===== config.mk =====
export PLATFORM = sky130hd
export DESIGN_NAME = rtcs_top
export DESIGN_NICKNAME = d
export VERILOG_FILES = /design/src/rtl/rtcs_pkg.sv /design/src/rtl/rtcs_top.sv
export SDC_FILE = /design/constraint.sdc
export NUM_CORES = 1
export LEC_CHECK = 0
export BUFFER_PORTS_ARGS = -buffer_cell sky130_fd_sc_hd__clkbuf_2
export CAP_MARGIN = 20
export CORE_MARGIN = 3
export CORE_UTILIZATION = 40
export DETAILED_ROUTE_END_ITERATION = 7
export GPL_TIMING_DRIVEN = 0
export MAX_ROUTING_LAYER = met4
export PLACE_DENSITY = 0.63
export SYNTH_ARGS = -nofsm -noshare
export SYNTH_HDL_FRONTEND = slang
export SYNTH_SLANG_ARGS = --single-unit

===== constraint.sdc =====
create_clock -name clk_sys -period 4.79 [get_ports clk_sys]
set_input_delay 0.958 -clock clk_sys [delete_from_list [all_inputs] [get_ports clk_sys]]
set_output_delay 0.958 -clock clk_sys [all_outputs]
set_load 0.02 [all_outputs]

===== src/rtl/rtcs_pkg.sv =====
// Package with register map, field positions and timing constants of the clock set block.
package rtcs_pkg;
    localparam int unsigned CLK_HZ            = 20_000_000;
    localparam int unsigned REC_DELAY_MS      = 40;
    localparam int unsigned REC_DELAY_CYC     = (CLK_HZ / 1000) * REC_DELAY_MS;
    localparam int unsigned OSC_HZ            = 32768;
    localparam int unsigned OSC_STEP_CYC      = CLK_HZ / OSC_HZ;
    localparam int unsigned OSC_START_MS      = 10;
    localparam int unsigned OSC_START_CYC     = (CLK_HZ / 1000) * OSC_START_MS;
    localparam logic [14:0] ADDR_CONTROL      = 15'h7FF8;
    localparam logic [14:0] ADDR_SECONDS      = 15'h7FF9;
    localparam logic [14:0] ADDR_DAY          = 15'h7FFC;
    localparam logic [14:0] ADDR_YEAR         = 15'h7FFF;
    localparam int unsigned SET_TIME_POS      = 7;
    localparam int unsigned READ_FREEZE_POS   = 6;
    localparam int unsigned OSC_HALT_POS      = 7;
    localparam int unsigned FREQ_TEST_POS     = 6;
    localparam logic [7:0]  SECONDS_RESET     = 8'h80;
    localparam logic [7:0]  BYTE_ZERO         = 8'h00;
    localparam logic [7:0]  BCD_TEN_SEC_MAX   = 8'h59;

    typedef struct packed {
        logic        chip_sel_n;
        logic        write_n;
        logic        out_en_n;
        logic [14:0] addr;
        logic [7:0]  data;
    } rtcs_bus_s;
endpackage : rtcs_pkg


===== src/rtl/rtcs_top.sv =====
// Clock set, read freeze and oscillator control of a byte-wide timekeeping memory.
//
// Summary of operation
// - Control bit 7 freezes register refresh.
// - Clearing set bit copies registers into counters.
// - Next update within one second after clear.
// - Seconds bit 7 halts the oscillator.
// - Halt accepted whether frozen or running.
// - Halt bit is one from the factory.
// - Oscillator runs within one second of clear.
// - Simultaneous select and write keep outputs off.
// - Bus inputs ignored during recovery delay.
// - Control bit 6 freezes register view.
// - Registers update together; freeze waits for update.
// - Frequency test bit cleared at power up.
`timescale 1ns/1ps
module rtcs_top #(
    parameter int unsigned REC_CYC   = rtcs_pkg::REC_DELAY_CYC,
    parameter int unsigned START_CYC = rtcs_pkg::OSC_START_CYC,
    parameter int unsigned SEC_TICKS = rtcs_pkg::OSC_HZ
) (
    input  wire logic        clk_sys,
    input  wire logic        reset_n,
    input  wire logic        chip_sel_n,
    input  wire logic        write_n,
    input  wire logic        out_en_n,
    input  wire logic [14:0] addr,
    input  wire logic [7:0]  data_in,
    output logic      [7:0]  data_out,
    output logic             data_oe,
    output logic             osc_running,
    output logic             inputs_ready
);
    ////////////////////////////////////////////////////////////////////////
    // Input synchronisers and recovery delay.
    rtcs_pkg::rtcs_bus_s sync1;
    rtcs_pkg::rtcs_bus_s sync2;
    rtcs_pkg::rtcs_bus_s prev;
    logic [31:0]         rec_cnt;
    logic                write_hit;
    logic                read_hit;
    logic                sel_write_fall;

    // Two flops on every pin before any logic sees it.
    always_ff @(posedge clk_sys or negedge reset_n) begin
        if (!reset_n) begin
            sync1 <= '{chip_sel_n: 1'b1, write_n: 1'b1, out_en_n: 1'b1, addr: '0, data: '0};
            sync2 <= '{chip_sel_n: 1'b1, write_n: 1'b1, out_en_n: 1'b1, addr: '0, data: '0};
            prev  <= '{chip_sel_n: 1'b1, write_n: 1'b1, out_en_n: 1'b1, addr: '0, data: '0};
        end else begin
            sync1 <= '{chip_sel_n: chip_sel_n, write_n: write_n, out_en_n: out_en_n,
                       addr: addr, data: data_in};
            sync2 <= sync1;
            prev  <= sync2;
        end
    end

    // Reset stands in for the supply rising; the pins are ignored until the count ends.
    always_ff @(posedge clk_sys or negedge reset_n) begin
        if (!reset_n) begin
            rec_cnt      <= '0;
            inputs_ready <= 1'b0;
        end else if (!inputs_ready) begin
            rec_cnt <= rec_cnt + 32'd1;
            if (rec_cnt + 32'd1 >= REC_CYC) begin
                inputs_ready <= 1'b1;
            end
        end
    end

    // A write is taken on the rising edge of the write strobe while selected.
    assign write_hit = inputs_ready && !sync2.chip_sel_n && !prev.write_n && sync2.write_n;
    assign read_hit  = inputs_ready && !sync2.chip_sel_n && sync2.write_n && !sync2.out_en_n;
    assign sel_write_fall = prev.chip_sel_n && prev.write_n && !sync2.chip_sel_n && !sync2.write_n;

    ////////////////////////////////////////////////////////////////////////
    // Register cells and counters.
    logic [7:0]  control;
    logic [7:0]  cells [7:1];
    logic [7:0]  counters [7:1];
    logic        set_pending;
    logic        update_req;
    logic [15:0] tick_div;
    logic        osc_tick;
    logic [15:0] sec_cnt;
    logic        sec_pulse;
    logic        frozen;
    logic [31:0] start_cnt;
    logic [2:0]  idx;

    assign frozen = control[rtcs_pkg::SET_TIME_POS] || control[rtcs_pkg::READ_FREEZE_POS];
    assign idx    = addr_index(sync2.addr);

    // Index of a clock byte inside the top eight addresses.
    function automatic logic [2:0] addr_index(input logic [14:0] a);
        return a[2:0];
    endfunction

    // Control byte; clearing the set bit asks for a counter load.
    always_ff @(posedge clk_sys or negedge reset_n) begin
        if (!reset_n) begin
            control     <= rtcs_pkg::BYTE_ZERO;
            set_pending <= 1'b0;
        end else begin
            set_pending <= 1'b0;
            if (write_hit && sync2.addr == rtcs_pkg::ADDR_CONTROL) begin
                control <= sync2.data;
                if (control[rtcs_pkg::SET_TIME_POS] && !sync2.data[rtcs_pkg::SET_TIME_POS]) begin
                    set_pending <= 1'b1;
                end
            end
        end
    end

    // Oscillator divider; halted while the halt bit is set, restarted after a short start-up.
    always_ff @(posedge clk_sys or negedge reset_n) begin
        if (!reset_n) begin
            tick_div    <= '0;
            osc_tick    <= 1'b0;
            osc_running <= 1'b0;
            start_cnt   <= '0;
        end else begin
            osc_tick <= 1'b0;
            if (counters[1][rtcs_pkg::OSC_HALT_POS]) begin
                osc_running <= 1'b0;
                start_cnt   <= '0;
                tick_div    <= '0;
            end else if (!osc_running) begin
                start_cnt <= start_cnt + 32'd1;
                if (start_cnt + 32'd1 >= START_CYC) begin
                    osc_running <= 1'b1;
                end
            end else if (tick_div == 16'(rtcs_pkg::OSC_STEP_CYC - 1)) begin
                tick_div <= '0;
                osc_tick <= 1'b1;
            end else begin
                tick_div <= tick_div + 16'd1;
            end
        end
    end

    // Seconds prescaler from oscillator ticks.
    always_ff @(posedge clk_sys or negedge reset_n) begin
        if (!reset_n) begin
            sec_cnt   <= '0;
            sec_pulse <= 1'b0;
        end else begin
            sec_pulse <= 1'b0;
            if (osc_tick) begin
                if (sec_cnt == 16'(SEC_TICKS - 1)) begin
                    sec_cnt   <= '0;
                    sec_pulse <= 1'b1;
                end else begin
                    sec_cnt <= sec_cnt + 16'd1;
                end
            end
        end
    end

    // BCD increment with wrap at a limit.
    function automatic logic [7:0] bcd_inc(input logic [7:0] v, input logic [7:0] lim);
        logic [7:0] r;
        r = v;
        if (v >= lim) begin
            r = rtcs_pkg::BYTE_ZERO;
        end else if (v[3:0] == 4'h9) begin
            r = {v[7:4] + 4'h1, 4'h0};
        end else begin
            r = v + 8'h01;
        end
        return r;
    endfunction

    // Only the seconds counter runs, regardless of freeze; a set-bit clear loads all counters from the cells.
    always_ff @(posedge clk_sys or negedge reset_n) begin
        if (!reset_n) begin
            for (int i = 1; i <= 7; i++) begin
                counters[i] <= rtcs_pkg::BYTE_ZERO;
            end
            counters[1] <= rtcs_pkg::SECONDS_RESET;
        end else begin
            if (set_pending) begin
                for (int i = 1; i <= 7; i++) begin
                    counters[i] <= cells[i];
                end
            end else begin
                if (sec_pulse) begin
                    counters[1][6:0] <= 7'(bcd_inc({1'b0, counters[1][6:0]},
                                                    rtcs_pkg::BCD_TEN_SEC_MAX));
                end
                if (write_hit && sync2.addr == rtcs_pkg::ADDR_SECONDS) begin
                    counters[1][rtcs_pkg::OSC_HALT_POS] <= sync2.data[rtcs_pkg::OSC_HALT_POS];
                end
            end
        end
    end

    // Cells follow counters when not frozen and in the cycle after a counter load; host writes go to the cells.
    always_ff @(posedge clk_sys or negedge reset_n) begin
        if (!reset_n) begin
            for (int i = 1; i <= 7; i++) begin
                cells[i] <= rtcs_pkg::BYTE_ZERO;
            end
            cells[1] <= rtcs_pkg::SECONDS_RESET;
            update_req <= 1'b0;
        end else begin
            update_req <= set_pending;
            if (write_hit && sync2.addr >= rtcs_pkg::ADDR_SECONDS) begin
                cells[idx] <= sync2.data;
                if (sync2.addr == rtcs_pkg::ADDR_DAY) begin
                    cells[idx][rtcs_pkg::FREQ_TEST_POS] <= 1'b0;
                end
            end else if (!frozen || update_req) begin
                for (int i = 1; i <= 7; i++) begin
                    cells[i] <= counters[i];
                end
            end
        end
    end

    ////////////////////////////////////////////////////////////////////////
    // Read data and output enable.
    always_ff @(posedge clk_sys or negedge reset_n) begin
        if (!reset_n) begin
            data_out <= rtcs_pkg::BYTE_ZERO;
            data_oe  <= 1'b0;
        end else begin
            data_oe <= read_hit && !sel_write_fall;
            if (sync2.addr == rtcs_pkg::ADDR_CONTROL) begin
                data_out <= control;
            end else if (sync2.addr >= rtcs_pkg::ADDR_SECONDS) begin
                data_out <= cells[idx];
            end else begin
                data_out <= rtcs_pkg::BYTE_ZERO;
            end
        end
    end
endmodule : rtcs_top // rtcs_top


==> flow_summary.yaml, run 1 <==
run_status:
  status: "completed"
grt:
  grt_pass1_vias: 9349
  grt_overflow: 0
  grtUsageTotal_pct: 17.9
  grt_pass1_wl_um: 49000
  antenna_found_initial: 0
  grt_max_degree: 103
sta:
  maxSlewHeadroom_pct: 27.2
  maxSlewViolCount: 0
  tightest_slew_ns: 1.08
  rsz0062_at_grt: "false"
  period_share_pct: 68.5
  setup_viol: 0
  final-hold-violation-count: 0
  max_freq_mhz: 305
  fin_crit_ns: 3.28
  fin_skew_ns: 0.0288
  tns_ns: 0
hold_path:
  hold_path_class: "in -> async"
pwr:
  vdd_drop_max_v: 0.000294
  pwr-share-comb_pct: 2.4
  seq_power_share_pct: 46.6
  clockPowerShare_pct: 51.0
  intPower_uw: 4120
  p_sw_uw: 1100
  p_leak_uw: 0.00676
  swShare_pct: 21.0
  power_density_nw_per_um2: 351
place:
  port-buffer-count: 38
  hpwl_um: 19600
  gp_congestion: 0.898
  dp_cells: 1665
detailed_routing:
  drc: 0
  drt_iter0_markers: 626
  wl_per_cell_um: 16.9
  num_vias: 9382
  drt-vias-per-instance: 5.45
  ant_nets: 0
  drt_first_pass_iters: 5
  wl_um: 29100
clocking:
  htree_levels: 1
  cts-resized-gates: 0
  clk_pin_slew_ns: 0.06
  tritoncts: "built"
  post_cts_buffers: 0
  cts_buffers: 30
  clockRootBuffer: "clkbuf_16"
  insertion_delay_ns: 0.58
  clock-sinks: 284
  clockBufferDepth: 3
  holdBufCountCts: 0
final_layout:
  drive_gt1_share_pct: 14.4
  layout_common_cells: "275 x dfrtp_1, 159 x nand2_1, 128 x nor2_1"
  fin_util_pct: 46.8
  mostFrequentLayoutCell: "dfrtp_1"
  area_growth_syn_to_layout_pct: 15.0
  final_nets: 1333
  nFillCells: 2948
  n_antenna_cell: 0
  post_layout_nonfiller_instances: 1721
synth:
  synth_cells: 1222
  yosysWarnings: 0
  yosys.cell_types.count: 70
  ys_seq_area_share_pct: 55.1
  syn_nets: 1260
  async_flop_share_pct: 100
  avgSynthCellArea_um2: 10.6
  synth_ff_type: "dfrtp_1"
  synth_seq_cells: 284
  synth_edf_count: 0
  syn_area_um2: 12900
floorplan:
  chipHeight_um: 186
  die_area_um2: 34500
  dieWidth_um: 186
  num_io_pins: 39
  start_util_pct: 40.7
  fp-row-count: 65
  core_area_um2: 31700
critical_path:
  path_class: "reg -> reg"
  crit_fanout: 10
  worstPathRequired_ns: 5.30
  endpoint_kind: "flop"
  start_kind: "flop"
  arrival_ns: 3.79
job:
  cap_viol_max_count: 0
[area by class of cell]
| cell class | count | area [um^2] | share of cell area, % |
|---|---|---|---|
| buffer | 63 | 239 | 1.61 |
| clock buffer | 35 | 779 | 5.25 |
| clock inverter | 21 | 377 | 2.54 |
| inverter | 16 | 60.1 | 0.404 |
| multi-input combinational | 859 | 5500 | 37.0 |
| sequential | 284 | 7120 | 47.9 |
| tap | 402 | 503 | 3.39 |
| timing repair buffer | 41 | 282 | 1.90 |
[worst max-delay path, stage by stage (launching register included)]
cell and delay (ns):
dfstp_2 0.56, nand4bb_1 0.22, nor4_2 0.46, nand2_1 0.35
o21a_1 0.20, clkbuf_1 0.24, clkbuf_1 0.38, nor2_1 0.59
nand2_1 0.11, nand2_1 0.09
[synthesized netlist by cell type, drive strengths merged (6+ instances only)]
cell,count,area [um^2]
nor3,37,185
xnor2,55,482
or3,8,50.1
dfrtp,275,6880
a221o,7,70.1
nand3,41,210
or2,6,37.5
nor2,128,480
nor3b,6,45.0
xor2,34,298
dfstp,9,236
and3,20,125
mux2i,11,110
clkbuf,51,191
nand2b,14,87.6
o22ai,13,81.3
a21oi,32,160
nor2b,8,50.1
o311ai,6,52.6
and4,7,61.3
nand4,25,193
a31oi,7,43.8
a22oi,46,345
o21ai,37,185
nor4,18,168
mux2,64,721
ha,10,125
nand2,159,597
buf,12,47.6
inv,16,60.1
[through the flow]
stage	setup WS (ns)	power (uW)	cell area, um^2	hold WS (ns)
after floorplan	2.45	2510	12900	0.331
after global placement	-3.18	2590	13600	0.333
after CTS	1.52	5280	14900	0.283
after detailed placement	1.54	2600	13700	0.335
after global routing	1.25	5400	14900	0.295
final	1.51	5220	14900	0.295
[sequential cells by signal, indices dropped and copies added, names as in the netlist, 3 cells and up]
name / count
cells: 56
control: 8
counters: 56
data_out: 8
idx: 3
rec_cnt: 32
sec_cnt: 16
start_cnt: 32
sync1: 26
sync2: 23
tick_div: 16
[path summary, 6_finish.rpt]
| kind | from | to | slack [ns] | cells after the start |
|---|---|---|---|---|
| min | reset_n | start_cnt[20]$_DFFE_PN0P_ | 0.30 | 1 |
| min in group clk_sys | sync1[1]$_DFF_PN0_ | sync2[1]$_DFF_PN0_ | 0.35 | 0 |
| max in group asynchronous | reset_n | sync2[24]$_DFF_PN1_ | 3.32 | 3 |
| min reg2reg | sync1[1]$_DFF_PN0_ | sync2[1]$_DFF_PN0_ | 0.35 | 0 |
| max | sync2[24]$_DFF_PN1_ | cells[33]$_DFFE_PN0P_ | 1.51 | 9 |
| max reg2reg | sync2[24]$_DFF_PN1_ | cells[33]$_DFFE_PN0P_ | 1.51 | 9 |
[cells by family after synthesis]
| kind of cell | count (synthesis) | share of synthesized area (%) |
|---|---|---|
| buffers and inverters | 79 | 2.32 |
| muxes | 77 | 6.78 |
| and+or+nand+nor | 490 | 18.6 |
| DFF | 284 | 55.1 |
| AOI/OAI and AO/OA | 193 | 10.2 |
| xor gates and xnor gates | 89 | 6.04 |
| adders and majority gates | 10 | 0.969 |
[power groups by stage]
stage / combinational (uW) / clock, uW / sequential, uW
final: 124 / 2660 / 2430
after global routing: 141 / 2830 / 2430
after CTS: 128 / 2720 / 2430
after detailed placement: 128 / 0 / 2480
after global placement: 117 / 0 / 2480
after floorplan: 37.6 / 0 / 2470
[per-layer routing]
metal	vias to the layer above	global-route usage, %	part of all wire, %
met2	214	27.0	45
met5	-	-	0
met3	42	3.09	5.5
met1	4649	25.2	47
li1	4477	-	-
met4	0	4.77	2.2
Note: power is estimated with default switching activity, not from simulation.
==> run 2: changes to the inputs <==
PLACE_DENSITY = 0.65   (was 0.63)
clock period = 2.85 ns   (was 4.79 ns; I/O delays follow)
==> run 2 against run 1 <==
Sequential share of layout area is 0.17 points higher. Core utilization is 0.17 points lower. Fmax is 21% higher. Setup slack worse by 1.4 ns. Clock skew is 0.0034 ns higher. Non-clock buffer count is 1 higher. Critical path depth is 2 lower. Largest power group unchanged. Cell count hardly changed. Via count is 0.60% higher. First-iteration DRC count is 13% higher. Count of clock-buffer cells in the layout is 5 higher.
==> flow_summary.yaml, run 2 (synthesis results as in run 1) <==
run_status:
  status: "completed"
clocking:
  tritoncts: "built"
  insertion_delay_ns: 0.57
  post_cts_buffers: 0
  clock-sinks: 284
  htree_levels: 1
  clk_pin_slew_ns: 0.07
  clockRootBuffer: "clkbuf_16"
  cts_buffers: 30
  clockBufferDepth: 3
place:
  port-buffer-count: 38
  gp_congestion: 0.916
  place_area_um2: 13700
  hpwl_um: 19600
  dp_cells: 1665
detailed_routing:
  wl_um: 29000
  num_vias: 9438
  ant_nets: 0
  drt_first_pass_iters: 5
  wl_per_cell_um: 16.9
  drt-vias-per-instance: 5.48
  drt_iter0_markers: 707
  drc: 0
final_layout:
  area_growth_syn_to_layout_pct: 14.6
  top_regs: "cells: 56 flops, counters: 56 flops"
  n_antenna_cell: 0
  mostFrequentLayoutCell: "dfrtp_1"
  final_nets: 1334
  layout_common_cells: "275 x dfrtp_1, 159 x nand2_1, 127 x nor2_1"
  drive_gt1_share_pct: 14.5
  final_area_um2: 14800
  post_layout_nonfiller_instances: 1722
sta:
  maxSlewViolCount: 0
  final-hold-violation-count: 0
  maxSlewHeadroom_pct: 46.4
  rsz0062_at_grt: "false"
  max_freq_mhz: 369
  fin_skew_ns: 0.0322
  tightest_slew_ns: 0.802
  setup_viol: 0
  period_share_pct: 95.2
  fin_crit_ns: 2.71
critical_path:
  critPathMostFrequentCell: "clkbuf_1"
  endpoint_kind: "flop"
  max_stage_delay_ns: 0.53
  r2r_start: "idx[1]$_DFF_PN0_"
  start_kind: "flop"
  worstPathCellList: "clkbuf_1, clkbuf_1, clkbuf_1, nor2_1, a211oi_1, a211oi_1, nor3_1"
  path_buf_inv: 3
  arrival_ns: 3.13
  crit_start: "idx[1]$_DFF_PN0_"
  crit_fanout: 10
  path_class: "reg -> reg"
  cp_top_family: "buffers and inverters"
  worstPathRequired_ns: 3.26
  critical-path-slowest-cell: "clkbuf_1"
hold_path:
  hold_path_class: "in -> reg"
  min_from: "write_n"
pwr:
  power_density_nw_per_um2: 568
  power_uw: 8410
  vdd_drop_max_v: 0.000481
  p_leak_uw: 0.00677
grt:
  grt_max_degree: 102
  grt_overflow: 0
  grt_pass1_vias: 9095
  grt_pass1_wl_um: 47900
  antenna_found_initial: 0
  grtUsageTotal_pct: 17.5
floorplan:
  die_area_um2: 34500
  chipHeight_um: 186
  fp-row-count: 65
  dieWidth_um: 186
  num_io_pins: 39
  core_area_um2: 31700
  start_util_pct: 40.7
job:
  cap_viol_max_count: 0
==> run 2: repair_timing <==
action | CTS | global route
endpoints found under the hold margin | 20 | 0
resized for setup | 4 | 6
hold buffers | 1 | 0
pin swaps | 0 | 1
endpoints found under the setup margin | 16 | 6
==> run 2: report_power, final <==
group | switching [uW] | total (uW) | internal, uW
registers | 15.0 | 4090 | 4070
logic | 155 | 209 | 54.2
clock network | 1630 | 4110 | 2480
total | 1800 | 8410 | 6610
==> run 2: layout make-up <==
class,count,area (um^2)
fillers,2924,16900
clock inverters,16,231
plain buffers,63,241
flip-flops and latches,284,7120
well taps,402,503
inverters,16,60.1
clock buffers,40,818
multi-input cells,859,5540
repair buffers,42,292
==> run 2: final timing paths <==
kind | cells past startpoint | end | slack (ns)
min in group asynchronous | 2 | start_cnt[30]$_DFFE_PN0P_ | 0.47
max in group asynchronous | 4 | sync2[24]$_DFF_PN1_ | 1.28
worst min-delay path | 1 | sync1[24]$_DFF_PN1_ | 0.08
worst max-delay path | 7 | data_out[3]$_DFF_PN0_ | 0.14
worst min register to register | 0 | idx[0]$_DFF_PN0_ | 0.35
worst max register to register | 7 | data_out[3]$_DFF_PN0_ | 0.14
==> run 2: per-stage QoR <==
step	hold slack (ns)	util, %	setup TNS, ns	worst slack (ns)
detailed placement	0.336	43.2	-1.98	-0.230
CTS	0.0593	46.6	0	0.111
global placement	0.334	42.9	-1309.51	-4.69
floorplan	0.274	-	0	0.505
global route	0.0683	46.7	0	0.0123
finish	0.0840	46.7	0	0.138
==> run 2: routing by layer <==
metal | share of wire (%) | track usage (%) | wire length, um | vias up
met2 | 45 | 26.4 | 13100 | 214
met5 | 0 | - | 0 | -
met4 | 1.7 | 4.23 | 500 | 0
li1 | - | - | - | 4467
met3 | 5.4 | 2.89 | 1570 | 39
met1 | 48 | 24.9 | 13800 | 4718
==> run 3: changes to the inputs <==
CORE_UTILIZATION = 56   (was 40)
PLACE_DENSITY = 0.84   (was 0.65)
==> run 3 against run 2 <==
Sequential power is essentially flat. Wire length grew 0.78%. Hold slack lost 0.023 ns. Register-to-register slack gained 0.03 ns. Clock skew shrank 0.0057 ns. Sequential share of layout area grew 0.74 points. Critical path type unchanged. Highest routed layer unchanged. Fmax grew 1.2%. Power shrank 3.0%. Cell count shrank 7.2%. Non-clock buffer count shrank 2. Global-route usage grew 7.1 points. Cell area shrank 1.5%.
==> flow_summary.yaml, run 3 (synthesis results as in run 1) <==
floorplan:
  start_util_pct: 58.1
  num_io_pins: 39
  fp-row-count: 54
  die_area_um2: 24900
  dieWidth_um: 158
  chipHeight_um: 158
  core_area_um2: 22200
clocking:
  cts_buffers: 30
  htree_levels: 1
  clock-sinks: 284
  clockBufferDepth: 3
  holdBufCountCts: 0
  tritoncts: "built"
  clk_pin_slew_ns: 0.06
  post_cts_buffers: 0
  insertion_delay_ns: 0.57
  clockRootBuffer: "clkbuf_16"
final_layout:
  top_regs: "cells: 56 flops, counters: 56 flops"
  layout_common_cells: "275 x dfrtp_1, 158 x nand2_1, 125 x nor2_1"
  final_nets: 1332
  drive_gt1_share_pct: 14.9
  n_antenna_cell: 0
  mostFrequentLayoutCell: "dfrtp_1"
  area_growth_syn_to_layout_pct: 12.9
detailed_routing:
  wl_met2_um: 13600
  wl_met1_um: 12400
  drt_iter0_markers: 1041
  wl_um: 29200
  ant_nets: 0
  highest_layer: "met4"
  drt_first_pass_iters: 6
  dr_wl_met3_um: 2100
  drt-vias-per-instance: 6.15
  wl_per_cell_um: 18.3
  drc: 0
  num_vias: 9828
grt:
  grt_max_degree: 108
  grt_overflow: 0
  grtUsageTotal_pct: 24.6
  grt_pass1_vias: 9530
  grt_pass1_wl_um: 48000
  antenna_found_initial: 0
sta:
  setup_viol: 0
  holdWs_ns: 0.0610
  maxSlewHeadroom_pct: 48.4
  fin_skew_ns: 0.0265
  rsz0062_at_grt: "false"
  tightest_slew_ns: 0.771
  fin_crit_ns: 2.68
  setup_ws_ns: 0.169
  tns_ns: 0
  period_share_pct: 94.1
  max_freq_mhz: 373
  maxSlewViolCount: 0
  final-hold-violation-count: 0
place:
  gp_congestion: 0.933
  port-buffer-count: 38
  place_ws_ns: -0.223
  hpwl_um: 19000
critical_path:
  arrival_ns: 3.11
  endpoint_kind: "flop"
  reg2reg_slack_ns: 0.17
  critical-path-slowest-cell: "nor4_4"
  r2r_start: "rec_cnt[3]$_DFFE_PN0N_"
  crit_fanout: 10
  ff2ff_path_depth: 7
  worstPathRequired_ns: 3.28
  max_stage_delay_ns: 0.57
  path_class: "reg -> reg"
  worstPathCellList: "nand4_4, nor4_4, and4_1, xnor2_1, a31o_2, a31oi_1, or4_1"
  r2r-end: "inputs_ready$_DFF_PN0_"
  start_kind: "flop"
pwr:
  clockPowerShare_pct: 47.4
  power_density_nw_per_um2: 559
  power_uw: 8160
  p_sw_uw: 1770
  seq_power_share_pct: 50.2
  pwr-share-comb_pct: 2.5
  vdd_drop_max_v: 0.000527
  p_leak_uw: 0.00674
  swShare_pct: 21.7
  intPower_uw: 6390
hold_path:
  hold_path_class: "in -> async"
job:
  cap_viol_max_count: 0
run_status:
  status: "completed"
run 3: how the worst max path moves through the flow:
stage | depth (start not counted) | start | slack (ns) | to
after global routing | 7 | rec_cnt[3]$_DFFE_PN0N_ | 0.01 | inputs_ready$_DFF_PN0_
after floorplan | 8 | rec_cnt[0]$_DFFE_PN0N_ | 0.51 | inputs_ready$_DFF_PN0_
after global placement | 1 | reset_n | -4.40 | sec_cnt[14]$_DFFE_PN0P_
final | 7 | rec_cnt[3]$_DFFE_PN0N_ | 0.17 | inputs_ready$_DFF_PN0_
after detailed placement | 9 | sync2[24]$_DFF_PN1_ | -0.22 | cells[39]$_DFFE_PN0P_
after CTS | 9 | sync2[24]$_DFF_PN1_ | 0.007 | cells[39]$_DFFE_PN0P_
run 3: critical path: cells and delay by family, from the launching register on:
kind | cells | cell delay [ns]
and+or+nand+nor | 4 | 1.67
xor gates and xnor gates | 1 | 0.14
DFF | 1 | 0.48
AOI/OAI and AO/OA | 2 | 0.26
run 3: power by group through the flow:
stage	Clock, uW	Combinational (uW)	Sequential [uW]
6_report	3870	200	4090
5_1_grt	4100	223	4090
4_1_cts	3920	201	4090
3_5_place_dp	0	200	4160
3_3_place_gp	0	186	4160
2_1_floorplan	0	63.2	4160
run 3: area by class of cell:
| class | instances | area [um^2] |
|---|---|---|
| inverter | 16 | 60.1 |
| tap | 280 | 350 |
| buffer | 63 | 244 |
| clock buffer | 41 | 842 |
| timing repair buffer | 40 | 254 |
| fill | 1562 | 7650 |
| multi-input combinational | 859 | 5540 |
| clock inverter | 15 | 165 |
| sequential | 284 | 7120 |
run 3: layer usage:
layer | GRT usage [%] | vias up
li1 | - | 4476
met1 | 33.2 | 4803
met2 | 38.4 | 459
met3 | 3.85 | 90
met4 | 8.51 | 0
met5 | - | -
run 3: metrics by stage:
| stage | std cells | instance area, um^2 | util, % |
|---|---|---|---|
| after floorplan | 1222 | 12900 | - |
| after global placement | 1540 | 13500 | 60.5 |
| after detailed placement | 1542 | 13500 | 60.8 |
| after CTS | 1598 | 14500 | 65.4 |
| after global routing | 1598 | 14600 | 65.6 |
| final | 1598 | 14600 | 65.6 |
run 3: timing repair:
item	4_1_cts	5_1_grt
resized for setup	3	14
hold endpoints to repair	0	0
endpoints found under the setup margin	16	51
